$ cat src/adr_consts.svh
`ifndef ADR_CONSTS_SVH
`define ADR_CONSTS_SVH

// Register offsets on the control bus.
`define ADR_OFF_RSVD_PRE      8'h3C
`define ADR_OFF_BLOCK_SEL     8'h3D
`define ADR_OFF_INSTR_CTRL    8'h3E
`define ADR_OFF_RSVD_LO       8'h3F
`define ADR_OFF_RSVD_HI       8'h4F
`define ADR_OFF_DMIC_POL      8'h50
`define ADR_OFF_DIG_SETUP     8'h51

// Reset values.
`define ADR_RST_RSVD_PRE      8'h00
`define ADR_RST_BLOCK_SEL     5'h01
`define ADR_RST_INSTR_CTRL    8'h00
`define ADR_RST_DMIC_POL      2'h0
`define ADR_RST_DIG_SETUP     8'h00

// Field positions.
`define ADR_SEL_W             5
`define ADR_SEL_PROGRAMMABLE  5'h00
`define ADR_SEL_LAST_CHAIN    5'h12
`define ADR_SEL_UNITY_LAST    5'h06
`define ADR_BIT_AUX_A         6
`define ADR_BIT_AUX_B         5
`define ADR_BIT_CTR_HOLD      4
`define ADR_BIT_POWER         6
`define ADR_BIT_ROUTE         4
`define ADR_BIT_MIC_EN        2

// Volume soft-step codes.
`define ADR_STEP_EVERY        2'h0
`define ADR_STEP_EVERY_OTHER  2'h1
`define ADR_STEP_JUMP         2'h2

// Oversampling ratio at which the default comb-integrator gain is unity.
`define ADR_OSR_UNITY         8'h40

// Control bus receive bit count.
`define ADR_BITS_PER_BYTE     4'h8

`endif

$ cat src/adr_pkg.sv
`include "adr_consts.svh"

package adr_pkg;

  typedef enum logic [4:0] {
    ST_IDLE = 5'h01,
    ST_RX   = 5'h02,
    ST_ACK  = 5'h04,
    ST_TX   = 5'h08,
    ST_RACK = 5'h10
  } adr_state_e;

  typedef enum logic [2:0] {
    PH_ADDR = 3'h1,
    PH_REG  = 3'h2,
    PH_DATA = 3'h4
  } adr_phase_e;

  typedef struct packed {
    logic [2:0]           scl_s;
    logic [2:0]           sda_s;
    logic [2:0]           mod_s;
    logic [1:0]           din_s;
    logic [1:0]           cin_s;
    adr_state_e           state;
    adr_phase_e           phase;
    logic [3:0]           cnt;
    logic [7:0]           shift;
    logic                 rw;
    logic [7:0]           ptr;
    logic                 sda_oe;
    logic [7:0]           rsvd_pre;
    logic [`ADR_SEL_W-1:0] sel;
    logic                 aux_a;
    logic                 aux_b;
    logic                 ctr_hold;
    logic [1:0]           pol;
    logic [7:0]           dig;
    logic                 instr_mode;
    logic [`ADR_SEL_W-1:0] chain;
    logic                 frame_rst_en;
    logic                 cic_unity;
    logic [1:0]           mic_bit;
    logic [1:0]           mic_vld;
  } adr_top_s;

  typedef struct packed {
    logic [6:0] gain;
    logic       half;
  } adr_step_s;

endpackage : adr_pkg

$ cat src/adr_regs.sv
// Notes on behaviour
// - Select code zero runs the programmable instruction mode.
// - Codes one to eighteen pick chains; reset one.
// - Aux bit A feeds engine conditional jumps.
// - Aux bit B feeds engine conditional jumps.
// - Bit four clear resets counter each frame.
// - Left mic capture edge follows polarity bit one.
// - Right mic capture edge follows polarity bit zero.
// - Bit seven powers the left channel up.
// - Bit six powers the right channel up.
// - Bit five picks left mic source pin.
// - Bit four picks right mic source pin.
// - Bit three enables left digital microphone path.
// - Bit two enables right digital microphone path.
// - Soft-step code sets volume step rate.
// - Ratio 64 with chains one-six: default unity.
`include "adr_consts.svh"

module adr_regs
  import adr_pkg::*;
#(
  parameter logic [6:0] DEV_ADDR = 7'h2A  // Arbitrary bus address.
) (
  input  wire logic       i_clock,
  input  wire logic       i_reset_n,
  input  wire logic       i_scl,
  input  wire logic       i_sda,
  output logic            o_sda,
  output logic            o_sda_oe,
  input  wire logic       i_mod_clock,
  input  wire logic       i_mic_data_pin,
  input  wire logic       i_mic_clock_pin,
  input  wire logic [7:0] i_converter_oversample_ratio,
  input  wire logic       i_sample_tick,
  input  wire logic [6:0] i_left_volume_target,
  input  wire logic [6:0] i_right_volume_target,
  output logic            o_instruction_mode,
  output logic [4:0]      o_chain_select,
  output logic            o_aux_cond_a,
  output logic            o_aux_cond_b,
  output logic            o_frame_counter_reset_en,
  output logic            o_left_power_up,
  output logic            o_right_power_up,
  output logic            o_left_mic_enable,
  output logic            o_right_mic_enable,
  output logic            o_cic_default_unity,
  output logic            o_left_mic_bit,
  output logic            o_left_mic_valid,
  output logic            o_right_mic_bit,
  output logic            o_right_mic_valid,
  output logic [6:0]      o_left_gain,
  output logic [6:0]      o_right_gain
);

  ////////////////////////////////////////////////////////////////////////////////
  // State and edge detection.

  adr_top_s   q;
  adr_top_s   n;
  logic       sda_in;
  logic       scl_rise;
  logic       scl_fall;
  logic       bus_start;
  logic       bus_stop;
  logic       mod_rise;
  logic       mod_fall;
  logic [7:0] rdata;

  // Only the second and third synchroniser stages are looked at.
  // A start or a stop is a data change seen while the clock is high on both stages.
  assign sda_in    = q.sda_s[1];
  assign scl_rise  = q.scl_s[1] & ~q.scl_s[2];
  assign scl_fall  = ~q.scl_s[1] & q.scl_s[2];
  assign bus_start = q.scl_s[1] & q.scl_s[2] & q.sda_s[2] & ~q.sda_s[1];
  assign bus_stop  = q.scl_s[1] & q.scl_s[2] & ~q.sda_s[2] & q.sda_s[1];
  assign mod_rise  = q.mod_s[1] & ~q.mod_s[2];
  assign mod_fall  = ~q.mod_s[1] & q.mod_s[2];

  ////////////////////////////////////////////////////////////////////////////////
  // Read map.
  // The reserved block and unmapped offsets read as zero, as do the unused upper bits of each
  // register, so the host never sees stale shift data there.

  always_comb begin
    rdata = 8'h00;
    case (q.ptr)
      `ADR_OFF_RSVD_PRE:   rdata = q.rsvd_pre;
      `ADR_OFF_BLOCK_SEL:  rdata = {3'h0, q.sel};
      `ADR_OFF_INSTR_CTRL: rdata = {1'b0, q.aux_a, q.aux_b, q.ctr_hold, 4'h0};
      `ADR_OFF_DMIC_POL:   rdata = {6'h00, q.pol};
      `ADR_OFF_DIG_SETUP:  rdata = q.dig;
      default:             rdata = 8'h00;
    endcase
  end

  ////////////////////////////////////////////////////////////////////////////////
  // Next-state logic.

  always_comb begin
    // Everything holds unless a branch below moves it.
    n = q;
    // Every pin input passes two flip-flops before any logic below reads it.
    n.scl_s = {q.scl_s[1:0], i_scl};
    n.sda_s = {q.sda_s[1:0], i_sda};
    n.mod_s = {q.mod_s[1:0], i_mod_clock};
    n.din_s = {q.din_s[0], i_mic_data_pin};
    n.cin_s = {q.cin_s[0], i_mic_clock_pin};

    // Control bus slave. A stop or a repeated start aborts any byte in flight.
    if (bus_stop) begin
      n.state  = ST_IDLE;
      n.sda_oe = 1'b0;
    end else if (bus_start) begin
      n.state  = ST_RX;
      n.phase  = PH_ADDR;
      n.cnt    = 4'h0;
      n.sda_oe = 1'b0;
    end else begin
      case (q.state)
        // Nothing is driven until a start addresses the block.
        ST_IDLE: begin
          n.sda_oe = 1'b0;
        end
        // Bits are taken on the synchronised clock rise. The byte is acted on at the fall after
        // bit eight, so the acknowledge never overlaps a bit the host still holds.
        ST_RX: begin
          if (scl_rise && (q.cnt != `ADR_BITS_PER_BYTE)) begin
            n.shift = {q.shift[6:0], sda_in};
            n.cnt   = q.cnt + 4'h1;
          end else if (scl_fall && (q.cnt == `ADR_BITS_PER_BYTE)) begin
            if ((q.phase == PH_ADDR) && (q.shift[7:1] != DEV_ADDR)) begin
              // Another address: stay off the line until the next start.
              n.state = ST_IDLE;
            end else begin
              n.sda_oe = 1'b1;
              n.state  = ST_ACK;
              case (q.phase)
                PH_ADDR: n.rw  = q.shift[0];
                PH_REG:  n.ptr = q.shift;
                default: begin
                  // Writes to the reserved block and to unmapped offsets are dropped.
                  case (q.ptr)
                    `ADR_OFF_RSVD_PRE:   n.rsvd_pre = q.shift;
                    `ADR_OFF_BLOCK_SEL:  n.sel = q.shift[`ADR_SEL_W-1:0];
                    `ADR_OFF_INSTR_CTRL: begin
                      n.aux_a    = q.shift[`ADR_BIT_AUX_A];
                      n.aux_b    = q.shift[`ADR_BIT_AUX_B];
                      n.ctr_hold = q.shift[`ADR_BIT_CTR_HOLD];
                    end
                    `ADR_OFF_DMIC_POL:   n.pol = q.shift[1:0];
                    `ADR_OFF_DIG_SETUP:  n.dig = q.shift;
                    default:             n.rsvd_pre = q.rsvd_pre;
                  endcase
                  // The pointer moves on after every data byte, so a burst walks the map.
                  n.ptr = q.ptr + 8'h01;
                end
              endcase
            end
          end
        end
        // The acknowledge stands until the next clock fall; a read address turns the bus round here.
        ST_ACK: begin
          if (scl_fall) begin
            n.cnt = 4'h0;
            if ((q.phase == PH_ADDR) && q.rw) begin
              n.state  = ST_TX;
              n.shift  = rdata;
              n.sda_oe = ~rdata[7];
            end else begin
              // A write goes on to the pointer byte, then to data bytes.
              n.state  = ST_RX;
              n.sda_oe = 1'b0;
              n.phase  = (q.phase == PH_ADDR) ? PH_REG : PH_DATA;
            end
          end
        end
        // Each bit is launched a few cycles after the clock falls, well inside the host's low phase.
        ST_TX: begin
          if (scl_rise) begin
            n.cnt = q.cnt + 4'h1;
          end else if (scl_fall) begin
            if (q.cnt == `ADR_BITS_PER_BYTE) begin
              // Let go of the line for the host's acknowledge bit.
              n.sda_oe = 1'b0;
              n.state  = ST_RACK;
              n.ptr    = q.ptr + 8'h01;
            end else begin
              n.shift  = {q.shift[6:0], 1'b0};
              n.sda_oe = ~q.shift[6];
            end
          end
        end
        // A released line on the ninth rise ends the read; a low line asks for the next byte.
        ST_RACK: begin
          if (scl_rise && sda_in) begin
            n.state = ST_IDLE;
          end else if (scl_fall) begin
            n.state  = ST_TX;
            n.cnt    = 4'h0;
            n.shift  = rdata;
            n.sda_oe = ~rdata[7];
          end
        end
        default: begin
          n.state  = ST_IDLE;
          n.sda_oe = 1'b0;
        end
      endcase
    end

    // Engine controls, decoded from the current register contents.
    // They are registered once more, so each trails its register field by one clock.
    n.instr_mode   = (q.sel == `ADR_SEL_PROGRAMMABLE);
    n.chain        = q.sel;
    n.frame_rst_en = ~q.ctr_hold;
    n.cic_unity    = (i_converter_oversample_ratio == `ADR_OSR_UNITY) &&
                     (q.sel != `ADR_SEL_PROGRAMMABLE) && (q.sel <= `ADR_SEL_UNITY_LAST);

    // Microphone capture; index 1 is the left channel, index 0 the right.
    // Power gates capture as well as enable, so a channel that is off never raises valid.
    for (int ch = 0; ch < 2; ch++) begin
      n.mic_vld[ch] = 1'b0;
      if (q.dig[`ADR_BIT_POWER + ch] && q.dig[`ADR_BIT_MIC_EN + ch] &&
          (q.pol[ch] ? mod_fall : mod_rise)) begin
        n.mic_bit[ch] = q.dig[`ADR_BIT_ROUTE + ch] ? q.cin_s[1] : q.din_s[1];
        n.mic_vld[ch] = 1'b1;
      end
    end
  end

  ////////////////////////////////////////////////////////////////////////////////
  // State register.

  // The asynchronous reset loads constants only; every field takes its next value each edge.
  always_ff @(posedge i_clock or negedge i_reset_n) begin
    if (!i_reset_n) begin
      q              <= '0;
      // The bus synchronisers start at the idle-high level, so release never looks like a start.
      q.scl_s        <= 3'h7;
      q.sda_s        <= 3'h7;
      q.state        <= ST_IDLE;
      q.phase        <= PH_ADDR;
      q.rsvd_pre     <= `ADR_RST_RSVD_PRE;
      q.sel          <= `ADR_RST_BLOCK_SEL;
      q.pol          <= `ADR_RST_DMIC_POL;
      q.dig          <= `ADR_RST_DIG_SETUP;
      q.chain        <= `ADR_RST_BLOCK_SEL;
      q.frame_rst_en <= 1'b1;
    end else begin
      q <= n;
    end
  end

  ////////////////////////////////////////////////////////////////////////////////
  // Volume soft-stepping per channel.

  logic [1:0][6:0] vol_target;
  logic [1:0][6:0] vol_gain;

  // Both channels share the tick and the rate field; each follows its own target.
  assign vol_target = {i_left_volume_target, i_right_volume_target};

  for (genvar ch = 0; ch < 2; ch++) begin : g_step
    adr_soft_step #(
      .WIDTH (7)
    ) u_step (
      .i_clock   (i_clock),
      .i_reset_n (i_reset_n),
      .i_target  (vol_target[ch]),
      .i_tick    (i_sample_tick),
      .i_mode    (q.dig[1:0]),
      .o_gain    (vol_gain[ch])
    );
  end

  ////////////////////////////////////////////////////////////////////////////////
  // Outputs.

  // The data pin is open drain: only the enable moves and the driven value stays low.
  assign o_sda                    = 1'b0;
  assign o_sda_oe                 = q.sda_oe;
  assign o_instruction_mode       = q.instr_mode;
  assign o_chain_select           = q.chain;
  assign o_aux_cond_a             = q.aux_a;
  assign o_aux_cond_b             = q.aux_b;
  assign o_frame_counter_reset_en = q.frame_rst_en;
  assign o_left_power_up          = q.dig[`ADR_BIT_POWER + 1];
  assign o_right_power_up         = q.dig[`ADR_BIT_POWER];
  assign o_left_mic_enable        = q.dig[`ADR_BIT_MIC_EN + 1];
  assign o_right_mic_enable       = q.dig[`ADR_BIT_MIC_EN];
  assign o_cic_default_unity      = q.cic_unity;
  assign o_left_mic_bit           = q.mic_bit[1];
  assign o_left_mic_valid         = q.mic_vld[1];
  assign o_right_mic_bit          = q.mic_bit[0];
  assign o_right_mic_valid        = q.mic_vld[0];
  assign o_left_gain              = vol_gain[1];
  assign o_right_gain             = vol_gain[0];

endmodule : adr_regs

$ cat src/adr_soft_step.sv
`include "adr_consts.svh"

module adr_soft_step
  import adr_pkg::*;
#(
  parameter int WIDTH = 7
) (
  input  wire logic             i_clock,
  input  wire logic             i_reset_n,
  input  wire logic [WIDTH-1:0] i_target,
  input  wire logic             i_tick,
  input  wire logic [1:0]       i_mode,
  output logic      [WIDTH-1:0] o_gain
);

  adr_step_s q;
  adr_step_s n;
  logic      step_ok;

  // Code 01 moves only on every second sample tick.
  assign step_ok = i_tick & ((i_mode == `ADR_STEP_EVERY) | ((i_mode == `ADR_STEP_EVERY_OTHER) & q.half));

  always_comb begin
    n = q;
    if (i_tick) begin
      n.half = ~q.half;
    end
    // The reserved code behaves as a jump, so a stray write never freezes the gain.
    if ((i_mode == `ADR_STEP_JUMP) || (i_mode == 2'h3)) begin
      n.gain = i_target;
    end else if (step_ok && (q.gain != i_target)) begin
      if ($signed(q.gain) < $signed(i_target)) begin
        n.gain = q.gain + 7'h01;
      end else begin
        n.gain = q.gain - 7'h01;
      end
    end
  end

  always_ff @(posedge i_clock or negedge i_reset_n) begin
    if (!i_reset_n) begin
      q <= '0;
    end else begin
      q <= n;
    end
  end

  assign o_gain = q.gain;

endmodule : adr_soft_step
$ cat config.mk
export PLATFORM = sky130hd
export DESIGN_NAME = adr_regs
export DESIGN_NICKNAME = d
export VERILOG_FILES = /design/src/adr_pkg.sv /design/src/adr_regs.sv /design/src/adr_soft_step.sv
export VERILOG_INCLUDE_DIRS = /design/src
export SDC_FILE = /design/constraint.sdc
export NUM_CORES = 1
export LEC_CHECK = 0
export ABC_AREA = 1
export BUFFER_PORTS_ARGS = -buffer_cell sky130_fd_sc_hd__buf_4
export CAP_MARGIN = 20
export CORE_ASPECT_RATIO = 1.5
export CORE_MARGIN = 5
export CORE_UTILIZATION = 55
export CTS_CLUSTER_DIAMETER = 100
export DETAILED_ROUTE_END_ITERATION = 12
export PLACE_DENSITY = 0.76
export SYNTH_ARGS = -nofsm -noshare
export SYNTH_HDL_FRONTEND = slang
export SYNTH_SLANG_ARGS = --single-unit
export TNS_END_PERCENT = 30
$ cat constraint.sdc
create_clock -name i_clock -period 3.2 [get_ports i_clock]
set_input_delay 0.16 -clock i_clock [delete_from_list [all_inputs] [get_ports i_clock]]
set_output_delay 0.16 -clock i_clock [all_outputs]
set_load 0.02 [all_outputs]
==> run metrics, run 1 <==
status finished clean; hold-fix buffers at CTS 6; Pre-antenna DRT Iters 5; Clock Tree Buf Depth 2; Synth Instances 743; CP Capture Type register; Synth Flop Type dfrtp_1; Die Y 136 µm; final RePlAce weighted congestion 0.931; Worst IR Drop VDD 287 µV; Post-DRT Antenna Nets 0; Slew @ Worst Pin roughly 720 ps; Avg Cell Area, Syn 7.81 µm²; Clock Sinks 97; Iter 0 DRT Violations 338; met2 wire len a little under 8 mm; FMAX roughly 0.39 GHz; vias in the first global route 5200; Reg clk slew, reported paths 60 ps; RSZ-0062 raised after global routing false; PortBufs 62; Mapped Area 5800 µm²; layout cells sized above 1 between 10% and 20%; Vias/cell about 5.5; largest net degree at the start of global routing 40; Ys Warns 0; die width around 94 µm; # diodes 0; worst min-delay path category in2reg; Starting Density 55.4%; Area after DPL 6280 µm²; WS Path Type reg2reg; setup TNS after final layout 0 ps; initial antenna violation count 0; CTS tree done; maxcap violations 0; Finished Cell Area 6640 µm²; hpwl dp 11.0 mm; final layout net count 851; Critical Path Fanout Max 9; share of the synthesized area in the top cell type 37.1%; Tot GR Track Use 23.2%; row count 46; post-synth cell types 48; Core Box Area around 10000 µm²; Final min period about 2600 ps; wire per inst 15.0 µm; Layout Skew 6.74 ps; Setup violations, final 0; Pwr Density 709 nW/µm²; CTS Root Cell clkbuf_16; via count about 5300; Seq cells post-synth 97; sequential fraction of the synthesis area 42.1%; Final Slew Violations 0; H-tree Lvls 3; Remaining DRCs 0; Final Hold Viols 0; P&R area growth vs syn 14.5%; LEAKAGE between 3 and 4 nW; Met3 Wirelength 582 µm; most used standard cell by instance count after synthesis nand2_1; Tcrit/Tclk final 81.1%; Worst EP required 3440 ps; Skew-Pair Late Insertion Delay 350 ps; EDFF count, synth 0; Post-Route WL 14.2 mm; # resized after CTS 0; largest cells by area after synthesis dfrtp_1 37%, nand2_1 12%, inv_1 7.2%; setup bufs post-CTS 0; async set-or-reset flop fraction in the synthesized netlist 100%; wl on met1 about 5.3 mm; Num CTS Buffers 9; global route total overflow 0; Util after Layout 63.4%; I/O Pins 64; worst endpoint data arrival time between 2000 and 3000 ps; syn_nets 795; Slew headroom 51.5%; CP Launch Type register; area leader, netlist dfrtp_1; first-pass GRT wire length 23.7 mm; Die Footprint between 10000 and 15000 µm²; top sig layer met4; synth cell count leaders 181 x nand2_1, 111 x inv_1, 86 x dfrtp_1, 57 x nand3_1, 53 x o21ai_0
cell type report:
class | instances | area (µm²)
well taps | 144 | 180
clock inverters | 6 | 67.6
repair buffers | 73 | 563
multi-input cells | 503 | 2730
fillers | 915 | 3830
flip-flops and latches | 97 | 2440
clock buffers | 10 | 229
inverters | 115 | 432
state kept, by name (all words and copies together), names as in the netlist:
name / flops
q: 49
g_step.u_step.o_gain: 14
n: 13
o_chain_select: 5
g_step.u_step.q: 2
o_aux_cond_a: 1
o_aux_cond_b: 1
o_cic_default_unity: 1
o_frame_counter_reset_en: 1
o_instruction_mode: 1
o_left_mic_bit: 1
o_left_mic_enable: 1
o_left_mic_valid: 1
o_left_power_up: 1
o_right_mic_bit: 1
o_right_mic_enable: 1
o_right_mic_valid: 1
o_right_power_up: 1
o_sda_oe: 1
critical path: stages, from the launching register on:
cell and delay [ps]:
dfrtp_1 460, ha_1 340, a21oi_1 160, nand2_1 70, nand2_1 100, nand3_1 200, nand2_2 220, nand2_1 120
nand2_1 100, inv_1 50, ha_1 180, inv_1 70, nand2_1 90, nand3_1 110, nand3_1 80, nand3_1 110
nand2_1 50
kinds of logic after synthesis:
kind of cell | count (synthesis) | share of synthesized area, %
compound gates | 141 | 14.7
xor+xnor | 8 | 1.21
fa+ha+maj | 22 | 4.75
buf+inv | 143 | 10.9
flops | 97 | 42.1
mux | 3 | 0.518
other cells | 1 | 0.0647
simple gates | 328 | 25.8
worst paths after layout:
kind / endpoint / cells after the start / slack, ps / from
worst min-delay path: g_step[1].u_step.q[0]$_DFFE_PN0P_ / 2 / 20 / i_sample_tick
worst max-delay path: g_step[0].u_step.o_gain[6]$_DFFE_PN0P_ / 16 / 600 / g_step[0].u_step.o_gain[2]$_DFFE_PN0P_
max in group asynchronous: q[80]$_DFF_PN1_ / 3 / 1990 / i_reset_n
min in group asynchronous: q[45]$_DFFE_PN0P_ / 2 / 320 / i_reset_n
worst min register to register: q[71]$_DFF_PN0_ / 0 / 350 / n[71]$_DFF_PN0_
worst max register to register: g_step[0].u_step.o_gain[6]$_DFFE_PN0P_ / 16 / 600 / g_step[0].u_step.o_gain[2]$_DFFE_PN0P_
report_power, final:
part           switching (mW)  internal (mW)  total, mW
registers               0.217           1.41       1.62
clock network           0.468          0.608       1.08
logic                    1.28          0.731       2.01
total                    1.96           2.75       4.71
metal layers:
| metal | vias to the layer above | global-route usage, % |
|---|---|---|
| li1 | 2549 | - |
| met1 | 2528 | 24.7 |
| met2 | 133 | 43.5 |
| met3 | 50 | 3.67 |
| met4 | 0 | 11.6 |
| met5 | - | 0 |
metrics by stage:
step | total power [mW] | setup WS, ps | hold WS, ps | instances
floorplan | 3.15 | 930 | -136 | 743
global placement | 3.53 | 797 | 173 | 926
detailed placement | 3.62 | 659 | 181 | 926
CTS | 4.72 | 640 | 18.2 | 948
global route | 5.05 | 314 | 34.6 | 948
finish | 4.71 | 604 | 21.4 | 948
cell usage in the layout, fill, tap and decap left out, types with 9 or more instances in the layout:
cell type | synthesis | final
nand2_1 | 181 | 181
a21oi_1 | 20 | 20
o211ai_1 | 10 | 10
dfrtp_1 | 86 | 86
nor2_1 | 49 | 49
o21ai_1 | 16 | 16
ha_1 | 22 | 22
inv_1 | 111 | 111
buf_4 | 20 | 67
nand3_1 | 57 | 57
dfstp_2 | 11 | 11
o21ai_0 | 53 | 53
clkbuf_16 | 0 | 9
Note: power is estimated with default switching activity, not from simulation.
==> run 2: changes to the inputs <==
--- a/config.mk
+++ b/config.mk
@@ -11,10 +11,10 @@
 export CAP_MARGIN = 20
 export CORE_ASPECT_RATIO = 1.5
 export CORE_MARGIN = 5
-export CORE_UTILIZATION = 55
+export CORE_UTILIZATION = 54
 export CTS_CLUSTER_DIAMETER = 100
 export DETAILED_ROUTE_END_ITERATION = 12
-export PLACE_DENSITY = 0.76
+export PLACE_DENSITY = 0.77
 export SYNTH_ARGS = -nofsm -noshare
 export SYNTH_HDL_FRONTEND = slang
 export SYNTH_SLANG_ARGS = --single-unit
==> constraint.sdc (replaced) <==
create_clock -name i_clock -period 2.15 [get_ports i_clock]
set_input_delay 0.1075 -clock i_clock [delete_from_list [all_inputs] [get_ports i_clock]]
set_output_delay 0.1075 -clock i_clock [all_outputs]
set_load 0.02 [all_outputs]
==> run 2 against run 1 <==
Effect of this change: the flow now finishes with violations (negative setup slack); total power increased by 100%; wire length increased by 22%; utilization increased by 9.8 points; setup slack got worse by 810 ps; combinational power increased to 2.8 times the previous value; die area increased by 1.7%; via count increased by 10%; sequential cell count unchanged; critical endpoint is now g_step[1].u_step.o_gain[6]$_DFFE_PN0P_; largest cell class unchanged; highest routed layer unchanged.
==> run metrics, run 2 (synthesis results as in run 1) <==
H-tree Lvls 3; CTS tree done; flop2flop setup slack -200 ps; total power 9.60 mW; Clock Tree Buf Depth 2; PortBufs 62; initial antenna violation count 0; P&R area growth vs syn 32.9%; Final Slew Violations 0; Vias/cell 5.70; Final min period 2350 ps; Clock Sinks 97; status finished with violations; Layout Skew 9.68 ps; sw frac 44.9%; delay-heaviest family, CP simple AND/OR/NAND/NOR gates; worst min-delay path category in2reg; Core Box Area 10500 µm²; setup TNS after final layout -1020 ps; vias in the first global route 5712; Clock power frac roughly 17%; Logic pwr share 58.9%; Finished Cell Area 7700 µm²; Critical Path Fanout Max 5; Worst path slowest cell dfrtp_1; most common cell after layout, fill and taps aside nand2_1; failing checks negative setup slack; layout cells sized above 1 30.9%; final layout net count 918; largest net degree at the start of global routing 58; Post-Route WL 17.4 mm; I/O Pins 64; Num CTS Buffers 9; Worst IR Drop VDD 530 µV; commonest cells after routing, fill and taps aside 147 x nand2_1, 121 x buf_4, 101 x inv_1, 86 x dfrtp_1, 51 x o21ai_0; FMAX 0.425 GHz; RSZ-0062 raised after global routing true; CP Launch Type register; r2r worst-path depth 16; Final Hold Viols 0; Fill cells 765; Remaining DRCs 0; Largest Register q; Reg clk slew, reported paths 80 ps; Pre-antenna DRT Iters 6; R2R Path End g_step[1].u_step.o_gain[6]$_DFFE_PN0P_; global route total overflow 0; WS Path Type reg2reg; Critical path buffers and inverters 2; maxcap violations 0; Post-DRT Antenna Nets 0; Slew headroom between 50% and 60%; Die Footprint approximately 13000 µm²; max reg flops 49; Slew @ Worst Pin 610 ps; Iter 0 DRT Violations between 200 and 300; Skew-Pair Late Insertion Delay around 350 ps; Setup violations, final 9; worst endpoint data arrival time 2600 ps; final RePlAce weighted congestion 0.904; R2R Path Start g_step[1].u_step.o_gain[4]$_DFFE_PN0P_; Worst EP required 2400 ps; worst setup margin -204 ps; Pwr Density 1250 nW/µm²; Starting Density about 55%; CP Capture Type register; die width about 95 µm; cell repeated most along the worst path nand2_2; via count 5788; CTS Root Cell clkbuf_16; CP cell instances ha_1 > nand2_1 > nand2_2 > a21oi_4 > nand2_2 > nand2_4 > nand3b_1 > nand2_2 > inv_2 > ha_4 > inv_4 > nand2_4 > nand3_2 > nand3_1 > nand3_1 > nand2_1; Die Y 137 µm; wire per inst 17.2 µm; Slowest Stage Delay on Critical Path 400 ps; Area after DPL ~6700 µm²; first-pass GRT wire length between 20 and 30 mm; hold path depth 3; Flop pwr share 24.0%; Hold Path Origin i_left_volume_target[0]; LEAKAGE 3.82 nW; Tcrit/Tclk final 109%; Tot GR Track Use 25.2%; sw power 4.31 mW; row count 46; # diodes 0; hpwl dp 11.7 mm; worst hold path endpoint g_step[1].u_step.o_gain[0]$_DFFE_PN0P_; internal power roughly 5.3 mW
## run 2: cell types whose count changed in the layout (fill, tap and decap cells not counted), moves of 8 or more
cell,delta
buf_4,+54
buf_6,+8
inv_1,-10
nand2_1,-34
nand2_2,+12
nand2_4,+22
nand3_1,-22
nand3_2,+20
## run 2: layout make-up
| class | instances | area [µm²] | area share, % |
|---|---|---|---|
| repair buffers | 140 | 1120 | 14.5 |
| multi-input cells | 503 | 3220 | 41.8 |
| well taps | 144 | 180 | 2.34 |
| clock buffers | 9 | 225 | 2.92 |
| clock inverters | 7 | 76.3 | 0.991 |
| flip-flops and latches | 97 | 2440 | 31.7 |
| inverters | 115 | 442 | 5.73 |
## run 2: worst min-delay path: stages
cell and delay (ps):
buf_4 100, nand2_1 50, o211ai_1 70
## run 2: how the worst max path moves through the flow
| stage | start | to | slack, ps | cells after the start |
|---|---|---|---|---|
| final | g_step[1].u_step.o_gain[4]$_DFFE_PN0P_ | g_step[1].u_step.o_gain[6]$_DFFE_PN0P_ | -200 | 16 |
| after detailed placement | g_step[1].u_step.o_gain[2]$_DFFE_PN0P_ | g_step[1].u_step.o_gain[4]$_DFFE_PN0P_ | -130 | 16 |
| after global placement | g_step[1].u_step.o_gain[6]$_DFFE_PN0P_ | g_step[1].u_step.o_gain[4]$_DFFE_PN0P_ | -50 | 17 |
| after global routing | g_step[1].u_step.o_gain[4]$_DFFE_PN0P_ | g_step[1].u_step.o_gain[6]$_DFFE_PN0P_ | -330 | 17 |
| after CTS | g_step[1].u_step.o_gain[4]$_DFFE_PN0P_ | g_step[1].u_step.o_gain[4]$_DFFE_PN0P_ | -50 | 16 |
| after floorplan | g_step[1].u_step.o_gain[2]$_DFFE_PN0P_ | g_step[1].u_step.o_gain[6]$_DFFE_PN0P_ | -3 | 18 |
## run 2: what timing repair did
| item | in CTS | in global routing |
|---|---|---|
| setup endpoints to repair | 9 | 34 |
| resized for setup | 26 | 95 |
| buffers inserted | 13 | 9 |
| pin swaps | 28 | 46 |
| endpoints found under the hold margin | 41 | 1 |
| hold buffers | 9 | 1 |
## run 2: power groups by stage
stage	sequential [mW]	clock (mW)	combinational [mW]
finish	2.30	1.64	5.65
global placement	2.30	0	3.51
global route	2.32	1.74	6.07
detailed placement	2.31	0	3.61
floorplan	2.35	0	2.45
CTS	2.28	1.67	4.12
## run 2: stage by stage
step / utilization (%) / hold WS [ps] / worst slack [ps] / std cells
6_report: 73.2 / 10.2 / -204 / 1015
5_1_grt: 73.2 / 9.19 / -333 / 1015
4_1_cts: 68.9 / 0.672 / -45.6 / 1007
3_5_place_dp: 63.6 / 125 / -132 / 970
3_3_place_gp: 63.6 / 115 / -45.8 / 970
2_1_floorplan: - / -188 / -3.11 / 743
## run 2: layer usage
layer / global-route usage [%] / vias to the layer above / wire length (µm) / part of all wire [%]
met4: 15.4 / 0 / 1080 / 6.2
li1: - / 2687 / - / -
met3: 3.30 / 75 / 701 / 4.0
met1: 25.4 / 2808 / 6010 / 35
met5: 0 / - / 0 / 0
met2: 47.8 / 218 / 9630 / 55
